### src/pmwc_cfg.svh
`ifndef PMWC_CFG_SVH
`define PMWC_CFG_SVH

// register byte offsets
`define PMWC_OFF_CTRL 8'h00
`define PMWC_OFF_STATUS 8'h04
`define PMWC_OFF_RSTCAUSE 8'h08
`define PMWC_OFF_RETAIN 8'h0C
`define PMWC_OFF_WAKEEN 8'h10
`define PMWC_OFF_CLKSEL 8'h14
`define PMWC_OFF_GPIO 8'h18

// ctrl register fields
`define PMWC_CTRL_REQ_LSB 0
`define PMWC_CTRL_GO_BIT 2

// clksel fields
`define PMWC_CLK_FAST_XTAL_BIT 0
`define PMWC_CLK_SLOW_XTAL_BIT 1
`define PMWC_CLK_CACHE_OFF_BIT 2

// wake enable fields
`define PMWC_WAKE_RTC_BIT 0
`define PMWC_WAKE_PIN_BIT 1
`define PMWC_WAKE_SENSOR_BIT 2

// reset values
`define PMWC_RETAIN_RST 4'hF
`define PMWC_WAKEEN_RST 3'h7
`define PMWC_CLKSEL_RST 3'h1

// timing
`define PMWC_CLK_MHZ 250
`define PMWC_T_IDLE_US 14
`define PMWC_T_STANDBY_US 151
`define PMWC_T_SHUTDOWN_US 1015
`define PMWC_CYC_IDLE (`PMWC_T_IDLE_US * `PMWC_CLK_MHZ)
`define PMWC_CYC_STANDBY (`PMWC_T_STANDBY_US * `PMWC_CLK_MHZ)
`define PMWC_CYC_SHUTDOWN (`PMWC_T_SHUTDOWN_US * `PMWC_CLK_MHZ)

`define PMWC_NUM_GPIO 16
`define PMWC_NUM_SRAM 4

`endif

### src/pmwc_pkg.sv
package pmwc_pkg;

    typedef enum logic [2:0] {
        PMWC_ACTIVE = 3'h0,
        PMWC_IDLE = 3'h1,
        PMWC_STANDBY = 3'h2,
        PMWC_SHUTDOWN = 3'h3,
        PMWC_WAKING = 3'h4
    } pmwc_mode_t;

    typedef enum logic [1:0] {
        PMWC_REQ_IDLE = 2'h1,
        PMWC_REQ_STANDBY = 2'h2,
        PMWC_REQ_SHUTDOWN = 2'h3
    } pmwc_req_t;

    // reset cause, one-hot so software can tell them apart
    typedef struct packed {
        logic wake_pin;
        logic reset_pin;
        logic power_on;
    } pmwc_cause_t;

    // gating outputs grouped per concern
    typedef struct packed {
        logic cpu_clk_en;
        logic mem_clk_en;
        logic periph_clk_en;
        logic aon_pwr_en;
        logic sensor_pwr_en;
        logic fast_osc_en;
        logic flash_pwr_en;
    } pmwc_gate_t;

    // packed msb first, so rtc lands on bit 0 of the wake enable word
    typedef struct packed {
        logic sensor;
        logic pin;
        logic rtc;
    } pmwc_wake_t;

endpackage : pmwc_pkg

### src/pmwc_top.sv
// Summary of operation
// - idle gates cpu and memory clocks only
// - any interrupt returns idle to active
// - standby exits only on pin, timer, sensor
// - standby resumes in place, retention kept
// - gpio latched during whole standby
// - shutdown powers off all, gpio latched
// - shutdown wake pin change acts as reset
// - reset cause separates pin, wake, power-on
// - shutdown keeps only gpio latch, sram retention
// - wake delays 14, 151, 1015 us
// - always-on timer wakes from standby only
// - droop detector on only during recharge in standby
// - four sram blocks, separate retention controls
// - cache off makes cache usable ram
// - always-on domain powered except shutdown
// - sensor processor runs without cpu wake
// - fast crystal doubled to high-speed clock
// - internal slow oscillator when no crystal
// - active runs from any fast source
//
// Added by the designer: the address map and the Wishbone register port.
`timescale 1ns/1ns
`include "pmwc_cfg.svh"

module pmwc_top (
    // clock and reset
    input wire logic sys_clk,
    input wire logic nrst,
    // wishbone slave
    input wire logic wb_cyc_i,
    input wire logic wb_stb_i,
    input wire logic wb_we_i,
    input wire logic [7:0] wb_adr_i,
    input wire logic [3:0] wb_sel_i,
    input wire logic [31:0] wb_dat_i,
    output logic [31:0] wb_dat_o,
    output logic wb_ack_o,
    output logic wb_err_o,
    // wake and event sources
    input wire logic irq_any,
    input wire logic rtc_event,
    input wire logic sensor_event,
    input wire logic reset_pin_n,
    input wire logic [`PMWC_NUM_GPIO-1:0] gpio_in,
    input wire logic [`PMWC_NUM_GPIO-1:0] shutdown_wake_mask,
    input wire logic recharge_active,
    input wire logic supply_low,
    input wire logic slow_xtal_present,
    // power and clock control
    output pmwc_pkg::pmwc_gate_t gate_o,
    output logic [`PMWC_NUM_SRAM-1:0] sram_retain_o,
    output logic cache_as_ram_o,
    output logic gpio_latch_o,
    output logic [`PMWC_NUM_GPIO-1:0] gpio_hold_o,
    output logic droop_det_en_o,
    output logic fast_clk_sel_xtal_o,
    output logic fast_pll_x2_en_o,
    output logic slow_clk_sel_xtal_o,
    output logic cpu_reset_o,
    output logic cpu_active_o
);

    // input synchronisers
    logic [2:0] ev_s1, ev_s2;
    logic rpin_s1, rpin_s2;
    logic [`PMWC_NUM_GPIO-1:0] gpio_s1, gpio_s2, gpio_prev;
    logic [1:0] sup_s1, sup_s2;
    logic xtal_s1, xtal_s2;

    always_ff @(posedge sys_clk or negedge nrst)
    begin
        if (!nrst)
        begin
            ev_s1 <= 3'h0;
            ev_s2 <= 3'h0;
            rpin_s1 <= 1'h1;
            rpin_s2 <= 1'h1;
            gpio_s1 <= 16'h0000;
            gpio_s2 <= 16'h0000;
            sup_s1 <= 2'h0;
            sup_s2 <= 2'h0;
            xtal_s1 <= 1'h0;
            xtal_s2 <= 1'h0;
        end
        else
        begin
            ev_s1 <= {irq_any, rtc_event, sensor_event};
            ev_s2 <= ev_s1;
            rpin_s1 <= reset_pin_n;
            rpin_s2 <= rpin_s1;
            gpio_s1 <= gpio_in;
            gpio_s2 <= gpio_s1;
            sup_s1 <= {recharge_active, supply_low};
            sup_s2 <= sup_s1;
            xtal_s1 <= slow_xtal_present;
            xtal_s2 <= xtal_s1;
        end
    end

    logic irq_s, rtc_s, sensor_s, recharge_s, low_s;
    assign irq_s = ev_s2[2];
    assign rtc_s = ev_s2[1];
    assign sensor_s = ev_s2[0];
    assign recharge_s = sup_s2[1];
    assign low_s = sup_s2[0];

    // registers
    pmwc_pkg::pmwc_mode_t mode_reg, mode_next, from_reg;
    logic [1:0] req_reg;
    logic [`PMWC_NUM_SRAM-1:0] retain_reg;
    pmwc_pkg::pmwc_wake_t wakeen_reg;
    logic [2:0] clksel_reg;
    pmwc_pkg::pmwc_cause_t cause_reg;
    logic droop_lock_reg;
    logic [19:0] wait_reg;
    logic go_pulse;
    logic pin_wake;
    logic rpin_seen_reg;

    // shutdown wake: level change on any masked pin against the latched value
    assign pin_wake = |((gpio_s2 ^ gpio_hold_o) & shutdown_wake_mask);

    // wishbone: one-cycle ack, err on unmapped address
    logic bus_req;
    logic addr_ok;
    assign bus_req = wb_cyc_i && wb_stb_i && !wb_ack_o && !wb_err_o;
    assign addr_ok = (wb_adr_i == `PMWC_OFF_CTRL) || (wb_adr_i == `PMWC_OFF_STATUS) ||
                     (wb_adr_i == `PMWC_OFF_RSTCAUSE) || (wb_adr_i == `PMWC_OFF_RETAIN) ||
                     (wb_adr_i == `PMWC_OFF_WAKEEN) || (wb_adr_i == `PMWC_OFF_CLKSEL) ||
                     (wb_adr_i == `PMWC_OFF_GPIO);
    assign go_pulse = bus_req && addr_ok && wb_we_i && wb_sel_i[0] && (wb_adr_i == `PMWC_OFF_CTRL)
                      && wb_dat_i[`PMWC_CTRL_GO_BIT] && (wb_dat_i[1:0] != 2'h0);

    always_ff @(posedge sys_clk or negedge nrst)
    begin
        if (!nrst)
        begin
            wb_ack_o <= 1'h0;
            wb_err_o <= 1'h0;
            wb_dat_o <= 32'h00000000;
        end
        else
        begin
            wb_ack_o <= bus_req && addr_ok;
            wb_err_o <= bus_req && !addr_ok;
            wb_dat_o <= 32'h00000000;
            if (bus_req && !wb_we_i)
            begin
                case (wb_adr_i)
                    `PMWC_OFF_CTRL: wb_dat_o <= {30'h0, req_reg};
                    `PMWC_OFF_STATUS: wb_dat_o <= {27'h0, droop_lock_reg, 1'h0, mode_reg};
                    `PMWC_OFF_RSTCAUSE: wb_dat_o <= {29'h0, cause_reg};
                    `PMWC_OFF_RETAIN: wb_dat_o <= {28'h0, retain_reg};
                    `PMWC_OFF_WAKEEN: wb_dat_o <= {29'h0, wakeen_reg};
                    `PMWC_OFF_CLKSEL: wb_dat_o <= {29'h0, clksel_reg};
                    `PMWC_OFF_GPIO: wb_dat_o <= {16'h0, gpio_hold_o};
                    default: wb_dat_o <= 32'h00000000;
                endcase
            end
        end
    end

    // configuration registers; lost across shutdown since shutdown resets them
    always_ff @(posedge sys_clk or negedge nrst)
    begin
        if (!nrst)
        begin
            req_reg <= 2'h0;
            retain_reg <= `PMWC_RETAIN_RST;
            wakeen_reg <= `PMWC_WAKEEN_RST;
            clksel_reg <= `PMWC_CLKSEL_RST;
        end
        else if (mode_reg == pmwc_pkg::PMWC_SHUTDOWN)
        begin
            req_reg <= 2'h0;
            retain_reg <= `PMWC_RETAIN_RST;
            wakeen_reg <= `PMWC_WAKEEN_RST;
            clksel_reg <= `PMWC_CLKSEL_RST;
        end
        else if (bus_req && wb_we_i && wb_sel_i[0])
        begin
            case (wb_adr_i)
                `PMWC_OFF_CTRL: req_reg <= wb_dat_i[1:0];
                `PMWC_OFF_RETAIN: retain_reg <= wb_dat_i[3:0];
                `PMWC_OFF_WAKEEN: wakeen_reg <= wb_dat_i[2:0];
                `PMWC_OFF_CLKSEL: clksel_reg <= wb_dat_i[2:0];
                default: ;
            endcase
        end
    end

    // mode sequencer
    always_comb
    begin
        mode_next = mode_reg;
        case (mode_reg)
            pmwc_pkg::PMWC_ACTIVE:
                if (go_pulse)
                    mode_next = pmwc_pkg::pmwc_mode_t'({1'b0, wb_dat_i[1:0]});
            pmwc_pkg::PMWC_IDLE:
                if (irq_s)
                    mode_next = pmwc_pkg::PMWC_WAKING;
            pmwc_pkg::PMWC_STANDBY:
                if ((rtc_s && wakeen_reg.rtc) || (pin_wake && wakeen_reg.pin) ||
                    (sensor_s && wakeen_reg.sensor))
                    mode_next = pmwc_pkg::PMWC_WAKING;
            pmwc_pkg::PMWC_SHUTDOWN:
                if (pin_wake)
                    mode_next = pmwc_pkg::PMWC_WAKING;
            pmwc_pkg::PMWC_WAKING:
                if (wait_reg == 20'h00001 && !droop_lock_reg)
                    mode_next = pmwc_pkg::PMWC_ACTIVE;
            default: mode_next = pmwc_pkg::PMWC_ACTIVE;
        endcase
        if (!rpin_s2)
            mode_next = pmwc_pkg::PMWC_WAKING;
    end

    always_ff @(posedge sys_clk or negedge nrst)
    begin
        if (!nrst)
            mode_reg <= pmwc_pkg::PMWC_WAKING;
        else
            mode_reg <= mode_next;
    end

    // remember where the wake came from to choose the cpu reset
    always_ff @(posedge sys_clk or negedge nrst)
    begin
        if (!nrst)
            from_reg <= pmwc_pkg::PMWC_SHUTDOWN;
        else if (!rpin_s2)
            from_reg <= pmwc_pkg::PMWC_SHUTDOWN;
        else if (mode_reg != pmwc_pkg::PMWC_WAKING && mode_next == pmwc_pkg::PMWC_WAKING)
            from_reg <= mode_reg;
    end

    // wake delay counter
    always_ff @(posedge sys_clk or negedge nrst)
    begin
        if (!nrst)
            wait_reg <= 20'(`PMWC_CYC_SHUTDOWN);
        else if (!rpin_s2)
            wait_reg <= 20'(`PMWC_CYC_SHUTDOWN);
        else if (mode_reg != pmwc_pkg::PMWC_WAKING && mode_next == pmwc_pkg::PMWC_WAKING)
        begin
            case (mode_reg)
                pmwc_pkg::PMWC_IDLE: wait_reg <= 20'(`PMWC_CYC_IDLE);
                pmwc_pkg::PMWC_STANDBY: wait_reg <= 20'(`PMWC_CYC_STANDBY);
                default: wait_reg <= 20'(`PMWC_CYC_SHUTDOWN);
            endcase
        end
        else if (mode_reg == pmwc_pkg::PMWC_WAKING && wait_reg > 20'h00001)
            wait_reg <= wait_reg - 20'h00001;
    end

    // reset cause, held until the next reset event
    always_ff @(posedge sys_clk or negedge nrst)
    begin
        if (!nrst)
        begin
            cause_reg <= 3'h1;
            rpin_seen_reg <= 1'h0;
        end
        else
        begin
            rpin_seen_reg <= !rpin_s2;
            if (!rpin_s2 && !rpin_seen_reg)
                cause_reg <= 3'h2;
            else if (mode_reg == pmwc_pkg::PMWC_SHUTDOWN && pin_wake)
                cause_reg <= 3'h4;
        end
    end

    // droop detector wake lock, set on low supply during recharge in standby
    always_ff @(posedge sys_clk or negedge nrst)
    begin
        if (!nrst)
            droop_lock_reg <= 1'h0;
        else if (!rpin_s2)
            droop_lock_reg <= 1'h0;
        else if (mode_reg == pmwc_pkg::PMWC_STANDBY && recharge_s && low_s)
            droop_lock_reg <= 1'h1;
    end

    // io latch, captured on entry to standby or shutdown
    always_ff @(posedge sys_clk or negedge nrst)
    begin
        if (!nrst)
        begin
            gpio_latch_o <= 1'h0;
            gpio_hold_o <= 16'h0000;
        end
        else
        begin
            if (mode_reg == pmwc_pkg::PMWC_ACTIVE && go_pulse && wb_dat_i[1])
                gpio_hold_o <= gpio_s2;
            gpio_latch_o <= (mode_next == pmwc_pkg::PMWC_STANDBY) ||
                            (mode_next == pmwc_pkg::PMWC_SHUTDOWN);
        end
    end

    // clock and power gating
    always_ff @(posedge sys_clk or negedge nrst)
    begin
        if (!nrst)
        begin
            gate_o <= 7'h0;
            sram_retain_o <= `PMWC_RETAIN_RST;
            cache_as_ram_o <= 1'h0;
            droop_det_en_o <= 1'h0;
            fast_clk_sel_xtal_o <= 1'h0;
            fast_pll_x2_en_o <= 1'h0;
            slow_clk_sel_xtal_o <= 1'h0;
            cpu_reset_o <= 1'h1;
            cpu_active_o <= 1'h0;
        end
        else
        begin
            gate_o.cpu_clk_en <= mode_next == pmwc_pkg::PMWC_ACTIVE;
            gate_o.mem_clk_en <= mode_next == pmwc_pkg::PMWC_ACTIVE;
            gate_o.periph_clk_en <= (mode_next == pmwc_pkg::PMWC_ACTIVE) ||
                                    (mode_next == pmwc_pkg::PMWC_IDLE);
            gate_o.flash_pwr_en <= (mode_next == pmwc_pkg::PMWC_ACTIVE) ||
                                   (mode_next == pmwc_pkg::PMWC_IDLE);
            gate_o.fast_osc_en <= (mode_next != pmwc_pkg::PMWC_STANDBY) &&
                                  (mode_next != pmwc_pkg::PMWC_SHUTDOWN);
            gate_o.aon_pwr_en <= mode_next != pmwc_pkg::PMWC_SHUTDOWN;
            gate_o.sensor_pwr_en <= mode_next != pmwc_pkg::PMWC_SHUTDOWN;
            sram_retain_o <= retain_reg;
            cache_as_ram_o <= clksel_reg[`PMWC_CLK_CACHE_OFF_BIT];
            droop_det_en_o <= (mode_next == pmwc_pkg::PMWC_STANDBY) ? recharge_s :
                              (mode_next != pmwc_pkg::PMWC_SHUTDOWN);
            fast_clk_sel_xtal_o <= clksel_reg[`PMWC_CLK_FAST_XTAL_BIT];
            fast_pll_x2_en_o <= clksel_reg[`PMWC_CLK_FAST_XTAL_BIT];
            slow_clk_sel_xtal_o <= clksel_reg[`PMWC_CLK_SLOW_XTAL_BIT] && xtal_s2;
            // standby wake resumes without a cpu reset; shutdown/reset-pin wakes restart
            // from_reg only follows on the entry edge, so look at mode_reg there
            cpu_reset_o <= (mode_next == pmwc_pkg::PMWC_SHUTDOWN) || !rpin_s2 ||
                           (mode_next == pmwc_pkg::PMWC_WAKING && (mode_reg == pmwc_pkg::PMWC_SHUTDOWN ||
                           (mode_reg == pmwc_pkg::PMWC_WAKING && from_reg == pmwc_pkg::PMWC_SHUTDOWN)));
            cpu_active_o <= mode_next == pmwc_pkg::PMWC_ACTIVE;
        end
    end

    // assertions
    AST_IDLE_GATES: assert property (@(posedge sys_clk) disable iff (!nrst)
        mode_reg == pmwc_pkg::PMWC_IDLE |-> !gate_o.cpu_clk_en && gate_o.periph_clk_en)
        else $error("idle gating wrong");
    AST_IDLE_IRQ: assert property (@(posedge sys_clk) disable iff (!nrst)
        mode_reg == pmwc_pkg::PMWC_IDLE && irq_s |=> mode_reg == pmwc_pkg::PMWC_WAKING)
        else $error("idle ignored interrupt");
    AST_STBY_HOLD: assert property (@(posedge sys_clk) disable iff (!nrst)
        mode_reg == pmwc_pkg::PMWC_STANDBY && !rtc_s && !sensor_s && !pin_wake && rpin_s2
        |=> mode_reg == pmwc_pkg::PMWC_STANDBY)
        else $error("standby left without wake");
    AST_LATCH: assert property (@(posedge sys_clk) disable iff (!nrst)
        mode_reg == pmwc_pkg::PMWC_STANDBY |-> gpio_latch_o &&
        ($stable(gpio_hold_o) || $past(mode_reg) == pmwc_pkg::PMWC_ACTIVE))
        else $error("gpio not latched");
    AST_AON_OFF: assert property (@(posedge sys_clk) disable iff (!nrst)
        $rose(mode_reg == pmwc_pkg::PMWC_SHUTDOWN) |-> !gate_o.aon_pwr_en && !gate_o.sensor_pwr_en)
        else $error("shutdown left domain powered");
    AST_SHUT_WAKE: assert property (@(posedge sys_clk) disable iff (!nrst)
        mode_reg == pmwc_pkg::PMWC_SHUTDOWN && pin_wake && rpin_s2 |=> cause_reg == 3'h4 && cpu_reset_o)
        else $error("shutdown wake not reset");
    AST_IDLE_WAIT: assert property (@(posedge sys_clk) disable iff (!nrst)
        mode_reg == pmwc_pkg::PMWC_IDLE && irq_s && rpin_s2 |=> wait_reg == 20'(`PMWC_CYC_IDLE))
        else $error("idle wake delay wrong");
    AST_CAUSE_HOLD: assert property (@(posedge sys_clk) disable iff (!nrst)
        rpin_s2 && $past(rpin_s2) && mode_reg != pmwc_pkg::PMWC_SHUTDOWN |=> $stable(cause_reg))
        else $error("reset cause changed");
    AST_DROOP: assert property (@(posedge sys_clk) disable iff (!nrst)
        mode_reg == pmwc_pkg::PMWC_STANDBY && mode_next == pmwc_pkg::PMWC_STANDBY
        |=> droop_det_en_o == $past(recharge_s))
        else $error("droop detector duty wrong");

    COV_IDLE: cover property (@(posedge sys_clk) disable iff (!nrst)
        mode_reg == pmwc_pkg::PMWC_IDLE ##1 mode_reg == pmwc_pkg::PMWC_WAKING);
    COV_STBY: cover property (@(posedge sys_clk) disable iff (!nrst)
        mode_reg == pmwc_pkg::PMWC_STANDBY ##1 mode_reg == pmwc_pkg::PMWC_WAKING);
    COV_SHUT: cover property (@(posedge sys_clk) disable iff (!nrst)
        mode_reg == pmwc_pkg::PMWC_SHUTDOWN && pin_wake);

endmodule : pmwc_top

### config.mk
export PLATFORM = sky130hd
export DESIGN_NAME = pmwc_top
export DESIGN_NICKNAME = d
export VERILOG_FILES = /design/src/pmwc_pkg.sv /design/src/pmwc_top.sv
export VERILOG_INCLUDE_DIRS = /design/src
export SDC_FILE = /design/constraint.sdc
export NUM_CORES = 1
export LEC_CHECK = 0
export ABC_CLOCK_PERIOD_IN_PS = 5500
export BUFFER_PORTS_ARGS = -buffer_cell sky130_fd_sc_hd__buf_2
export CAP_MARGIN = 5
export CORE_AREA = 2 2 137 112
export DETAILED_ROUTE_END_ITERATION = 12
export DIE_AREA = 0 0 139 114
export PLACE_DENSITY = 0.59
export SLEW_MARGIN = 20
export SYNTH_ARGS = -nofsm -noshare
export SYNTH_HDL_FRONTEND = slang
export SYNTH_SLANG_ARGS = --single-unit
### constraint.sdc
create_clock -name sys_clk -period 5.5 [get_ports sys_clk]
set_clock_uncertainty 0.2 [all_clocks]
set_input_delay 0 -clock sys_clk [delete_from_list [all_inputs] [get_ports sys_clk]]
set_output_delay 0 -clock sys_clk [all_outputs]
set_load 0.005 [all_outputs]
Yosys cells after proc, flatten, opt, wreduce, memory -nomap -nowiden. Cells that the tools add are included.

Flip-flop bits (word level): 153. Bits of input ports: 88. Output and inout port bits: 69.

Add/sub/neg operators: 1. $lt $le $gt $ge: 1. Equality and inequality tests: 22. Mux-type cells: 32. Bitwise gates (word level): 2. Reduce and logical (&&, ||, !) cells: 64.

Operators by type and width (count): case mux 16 bit (7 select lines) (1); two-way mux 20 bit (3); two-way mux 3 bit (16); case mux 18 bit (2 select lines) (1); two-way mux 32 bit (1); logical AND 1 bit (29); equality test 8 x 5 -> 1 bit, second input constant (3); equality test 20 x 1 -> 1 bit, second input constant (1); greater-than comparator 20 x 1 -> 1 bit, second input constant (1); subtractor 20 x 1 -> 20 bit, second input constant (1); bitwise AND 16 bit (1); equality test 8 x 4 -> 1 bit, second input constant (2); OR reduction 16 bit (1); XOR 16 bit (1); equality test 3 x 2 -> 1 bit, second input constant (5); case mux 3 bit (5 select lines) (1); nonzero test 2 bit (7); logical OR 1 bit (13); two-way mux 4 bit (3); equality test 8 x 3 -> 1 bit, second input constant (1); zero test 8 bit (1); AND reduction 2 bit (4); zero test 1 bit (7); equality test 3 x 1 -> 1 bit, second input constant (2); 8 further kinds (16).

Longest topological paths before layout.
Depth in word-level cells: 20. Depth in mapped cells: 9. Mapped depth without buffers: 8.

Least setup slack after synthesis. Ideal clock, no wire load.

Path type: register -> register. Start point: reg wait_reg[13]. End point: reg wait_reg[3]. Library setup time: 121 ps. Data arrival time: 2224 ps. Required time: 5179 ps. Slack: 2955 ps. Stages on the path, launching flop included: 9. Clock period less this slack: 2545 ps. Cell sequence: dfrtp_1 or4_4 or3_1 nor4_2 a21oi_2 nor2_1 buf_2 o41ai_1 o22a_1.

Cells in the longest elaborated chain, start to end: 9. Elaborated cells on any way between the ends: 12. Classes of those cells: 1 x order compare; 3 x eq/ne; 5 x mux; 3 x reduce/logical.

Ends and longest elaborated chain: from (decl) (line pmwc_top.sv:116) `logic [19:0] wait_reg;`; from (signal assigned) (line pmwc_top.sv:243) `` wait_reg <= 20'(`PMWC_CYC_SHUTDOWN); ``; from (signal assigned) (line pmwc_top.sv:245) `` wait_reg <= 20'(`PMWC_CYC_SHUTDOWN); ``; from (signal assigned) (line pmwc_top.sv:249) `` pmwc_pkg::PMWC_IDLE: wait_reg <= 20'(`PMWC_CYC_IDLE); ``; equality test 20 x 1 -> 1 bit (line pmwc_top.sv:212) `if (wait_reg == 20'h00001 && !droop_lock_reg)`; logical AND 1 bit (line pmwc_top.sv:212); two-way mux 3 bit (line pmwc_top.sv:212); case mux 3 bit (5 select lines) (line pmwc_top.sv:197) `case (mode_reg)`; two-way mux 3 bit (line pmwc_top.sv:216) `if (!rpin_s2)`; equality test 3 bit (line pmwc_top.sv:246) `else if (mode_reg != pmwc_pkg::PMWC_WAKING && mode_next == pmwc_pkg::PMWC_WAKING)`; logical AND 1 bit (line pmwc_top.sv:246); two-way mux 20 bit (line pmwc_top.sv:246); two-way mux 20 bit (line pmwc_top.sv:244) `else if (!rpin_s2)`.

Several ways; a longest one is shown, not always the timed one. A chain may end at the register's enable or synchronous reset.

Final worst setup path.
Start point: in wb_adr_i[0]. End point: reg cpu_reset_o.

Cells in the longest elaborated chain, start to end: 19. Elaborated cells on any way between the ends: 27. Classes of those cells: 8 x eq/ne; 3 x mux; 16 x reduce/logical.

Ends and longest elaborated chain: from (decl) (line pmwc_top.sv:34) `input wire logic [7:0] wb_adr_i,`; equality test 8 x 3 -> 1 bit / zero test 8 bit (equally long branches); logical OR 1 bit (6 in a row) (line pmwc_top.sv:128) `` assign addr_ok = (wb_adr_i == `PMWC_OFF_CTRL) || (wb_adr_i == `PMWC_OFF_STATUS) || ``; logical AND 1 bit (3 in a row) (line pmwc_top.sv:132) `` assign go_pulse = bus_req && addr_ok && wb_we_i && wb_sel_i[0] && (wb_adr_i == `PMWC_OFF_CTRL) ``; logical AND 1 bit (*) (3 in a row) (line pmwc_top.sv:132); two-way mux 3 bit (*) (line pmwc_top.sv:199) `if (go_pulse)`; case mux 3 bit (5 select lines) (*) (line pmwc_top.sv:197); two-way mux 3 bit (*) (line pmwc_top.sv:216); via mode_next[1] (line pmwc_top.sv:109) `pmwc_pkg::pmwc_mode_t mode_reg, mode_next, from_reg;`; equality test 3 x 2 -> 1 bit / equality test 3 bit (equally long branches) (line pmwc_top.sv:340, pmwc_top.sv:341); logical OR 1 bit / logical AND 1 bit (equally long branches) (line pmwc_top.sv:340, pmwc_top.sv:341); logical OR 1 bit (*) (line pmwc_top.sv:340) `cpu_reset_o <= (mode_next == pmwc_pkg::PMWC_SHUTDOWN) || !rpin_s2 ||`; to (signal assigned) (line pmwc_top.sv:340); to (decl) (line pmwc_top.sv:60) `output logic cpu_reset_o,`.

Mark *: on every way through the listed nets, which the timed path passes. The rest lies on a longest branch.

==> impl_metrics.yaml <==
status:
  status: "finished, final reports clean"
cells_and_area:
  layout_common_cells: "buf_2, dfrtp_1, dlygate4sd3_1, nor2_1, dfstp_2"
  finalNonFillerCells: 831
  drive_gt1_frac: 0.3146
  area_growth_pct: 30.05
  fillCellCount: 1311
  multiInputGateArea_um2: 2042
  antennaDiodeCount: 0
  nNetsFinal: 720
  final_common_cell: "buf_2"
  fin_util: 0.5091
  seq_area_um2: 3468
  largest_reg_flops: 20
timing:
  fin_crit_ns: 3.697
  setup_tns_ns: 0
  drv_slew: 0
  setup_violations: 0
  worstMarginPinSlew_ns: 0.9423
  finalCritPeriodShare: 0.6722
  slew_headroom: 0.3718
  rsz0062_at_grt: "false"
  fmax_mhz: 270.5
  hold_viol: 0
worst_setup_path:
  critPathCapture: "cpu_reset_o$_DFF_PN1_"
  cp_num_buf_inv: 3
  cp_top_family: "simple AND/OR/NAND/NOR gates"
  path_class: "input port to flip-flop"
  crit_start: "wb_adr_i[0]"
  timing.rr.end: "wait_reg[7]$_DFFE_PN0P_"
  critical_path_arrival_ns: 3.85
  cpMostUsedCell: "dlygate4sd3_1"
  cp-start-kind: "input port"
  slowest_stage: "nand3_1"
  r2r-start: "wait_reg[13]$_DFFE_PN0P_"
  r2r_cells: 7
  crit_path_end_kind: "flip-flop"
  r2r_slack_ns: 1.93
  path_cells: "dlygate4sd3_1 > buf_2 > nor3_1 > dlygate4sd3_1 > nand2_1 > nor3b_1 > nand3_1 > a2bb2o_1 > a21o_1 > a221o_1"
  cp.depth: 10
  critPathMaxFanout: 17
  max_stage_delay_ns: 0.75
  cp.required_ns: 5.65
logic_synthesis:
  yosysWarningCount: 0
  synth_top_family_by_area: "simple AND/OR/NAND/NOR gates"
  async_flop_share: 1.000
  netlist_area_um2: 5720
  muxShareOfSynthArea: 0.06584
  ys_ff_latch: 137
  syn_inst: 473
  yosys.area_share.simple: 0.1529
  synth_flop_cell: "dfrtp_1"
  synthAdderAreaFrac: 0.004374
  synth_xor_area_frac: 0.03521
  synth_edf_count: 0
  synth.yosys.seq_area_share: 0.6063
  synth_compound_area_frac: 0.08815
  synth.distinct_cells: 59
  avgSynthCellArea_um2: 12.09
clocking:
  holdBufCountCts: 49
  cts_made_buffers: 17
  cts_num_sinks: 137
  clockBufferDepth: 2
  path_clk_slew_ns: 0.06
  cts_setup_buffers: 0
  htree_levels: 4
  cts_resized: 0
  cts-root-buf: "clkbuf_16"
  clk_latency_ns: 0.41
  cts_tree: "done"
drt:
  via_per_inst: 4.953
  drt_iter0_drc: 221
  first_pass_iters: 4
  drc_errors: 0
  vias: 4116
  drt-wirelength-per-cell_um: 15.55
  routed_wl_um: 12920
  ant_nets: 0
place:
  routabilityCongestion: 0.8399
  hpwl_um: 8823
  place_inst: 751
  port_buffers: 109
global_route:
  grt_usage: 0.1723
  grt_max_degree: 84
  grt_pass1_vias: 4221
  grt_pass1_wl_um: 21220
  grt_util_met1: 0.2223
  grt_util_met2: 0.2732
  grt_use_met3: 0.05080
  antenna_found_initial: 0
  grt_overflow: 0
  top_usage_layer: "met2"
floorplan:
  ios: 157
  die_w_um: 139
  initial_core_util: 0.3914
  num_rows: 40
  die_area_um2: 15850
  die_y_um: 114
  core_area_um2: 14610
pwr:
  power_density_nw_per_um2: 308.9
  max-vdd-ir-drop_uv: 206.2
  p_leak_nw: 3.603
run:
  drv_cap: 0
min_path:
  hp-class: "input port to flip-flop"
synthesized netlist by cell type (3+ instances only):
cell type | instances | area [µm²]
nor2_1 | 32 | 120.1
o21ai_1 | 8 | 40.04
xnor2_1 | 5 | 43.79
nand4_1 | 4 | 25.02
and2_1 | 17 | 106.4
inv_1 | 11 | 41.29
and3_1 | 4 | 25.02
a21oi_1 | 10 | 50.05
or3_1 | 4 | 25.02
dfstp_2 | 32 | 840.8
a22oi_1 | 10 | 75.07
nor2b_1 | 3 | 18.77
nor4b_1 | 3 | 26.28
o211ai_1 | 6 | 45.04
buf_2 | 3 | 15.01
nor3b_1 | 5 | 37.54
a211oi_1 | 3 | 22.52
clkbuf_1 | 9 | 33.78
o21ai_0 | 7 | 35.03
a31oi_1 | 6 | 37.54
mux2_2 | 17 | 191.4
nand2_1 | 30 | 112.6
a21boi_0 | 3 | 22.52
xor2_1 | 18 | 157.7
a21o_1 | 7 | 52.55
nor3_1 | 18 | 90.09
dfrtp_1 | 105 | 2628
buf_4 | 22 | 165.2
mux2i_1 | 14 | 140.1
nand3_1 | 15 | 75.07
worst min-delay path by stage:
| stage | start | end | slack, ns | cells after the start |
|---|---|---|---|---|
| after floorplan | nrst | cache_as_ram_o$_DFF_PN0_ | -0.50 | 0 |
| after global placement | nrst | gpio_s1[8]$_DFF_PN0_ | -0.13 | 1 |
| after detailed placement | nrst | gpio_s1[8]$_DFF_PN0_ | -0.12 | 1 |
| after CTS | wb_sel_i[0] | wakeen_reg[1]$_DFFE_PN1P_ | 0.001 | 6 |
| after global routing | gpio_in[12] | gpio_s1[12]$_DFF_PN0_ | 0.007 | 2 |
| final | wb_sel_i[0] | wakeen_reg[1]$_DFFE_PN1P_ | 0.01 | 6 |
logic make-up after synthesis:
family / count (synthesis)
buf+inv: 48
fa+ha+maj: 2
flops: 137
other cells: 1
xor+xnor: 23
compound gates: 74
mux: 33
simple gates: 155
final cells by class:
| type | instances | share of cell area |
|---|---|---|
| well taps | 189 | 0.03179 |
| inverters | 12 | 0.006054 |
| clock buffers | 23 | 0.06290 |
| repair buffers | 159 | 0.1424 |
| flip-flops and latches | 137 | 0.4662 |
| multi-input cells | 303 | 0.2745 |
| clock inverters | 8 | 0.01615 |
per-layer routing:
metal	share of wire	wire length (µm)
met3	0.053	683
met1	0.46	5886
met5	0	0
met2	0.48	6195
met4	0.012	153
worst reg2reg max path: cells and delay by family (launching register included):
family	cells	cell delay, ns
compound gates	2	0.43
flops	1	0.41
simple gates	5	2.47
report_power, final:
part,switching (W),leakage (nW),internal [W]
logic,0.0000619,1.65,0.0000565
clock network,0.000399,0.283,0.000732
registers,0.0000146,1.67,0.00103
total,0.000475,3.60,0.00182
stage by stage:
stage	total power [W]	worst slack, ns	hold WS, ns	cell area [µm²]
after CTS	0.002328	1.872	0.001078	7436
after floorplan	0.001112	2.955	-0.4956	5777
after detailed placement	0.001160	1.973	-0.1192	6347
final	0.002298	1.803	0.01480	7440
after global placement	0.001157	1.955	-0.1263	6347
after global routing	0.002392	1.592	0.006723	7440
Power figures use the tool's default switching activity.
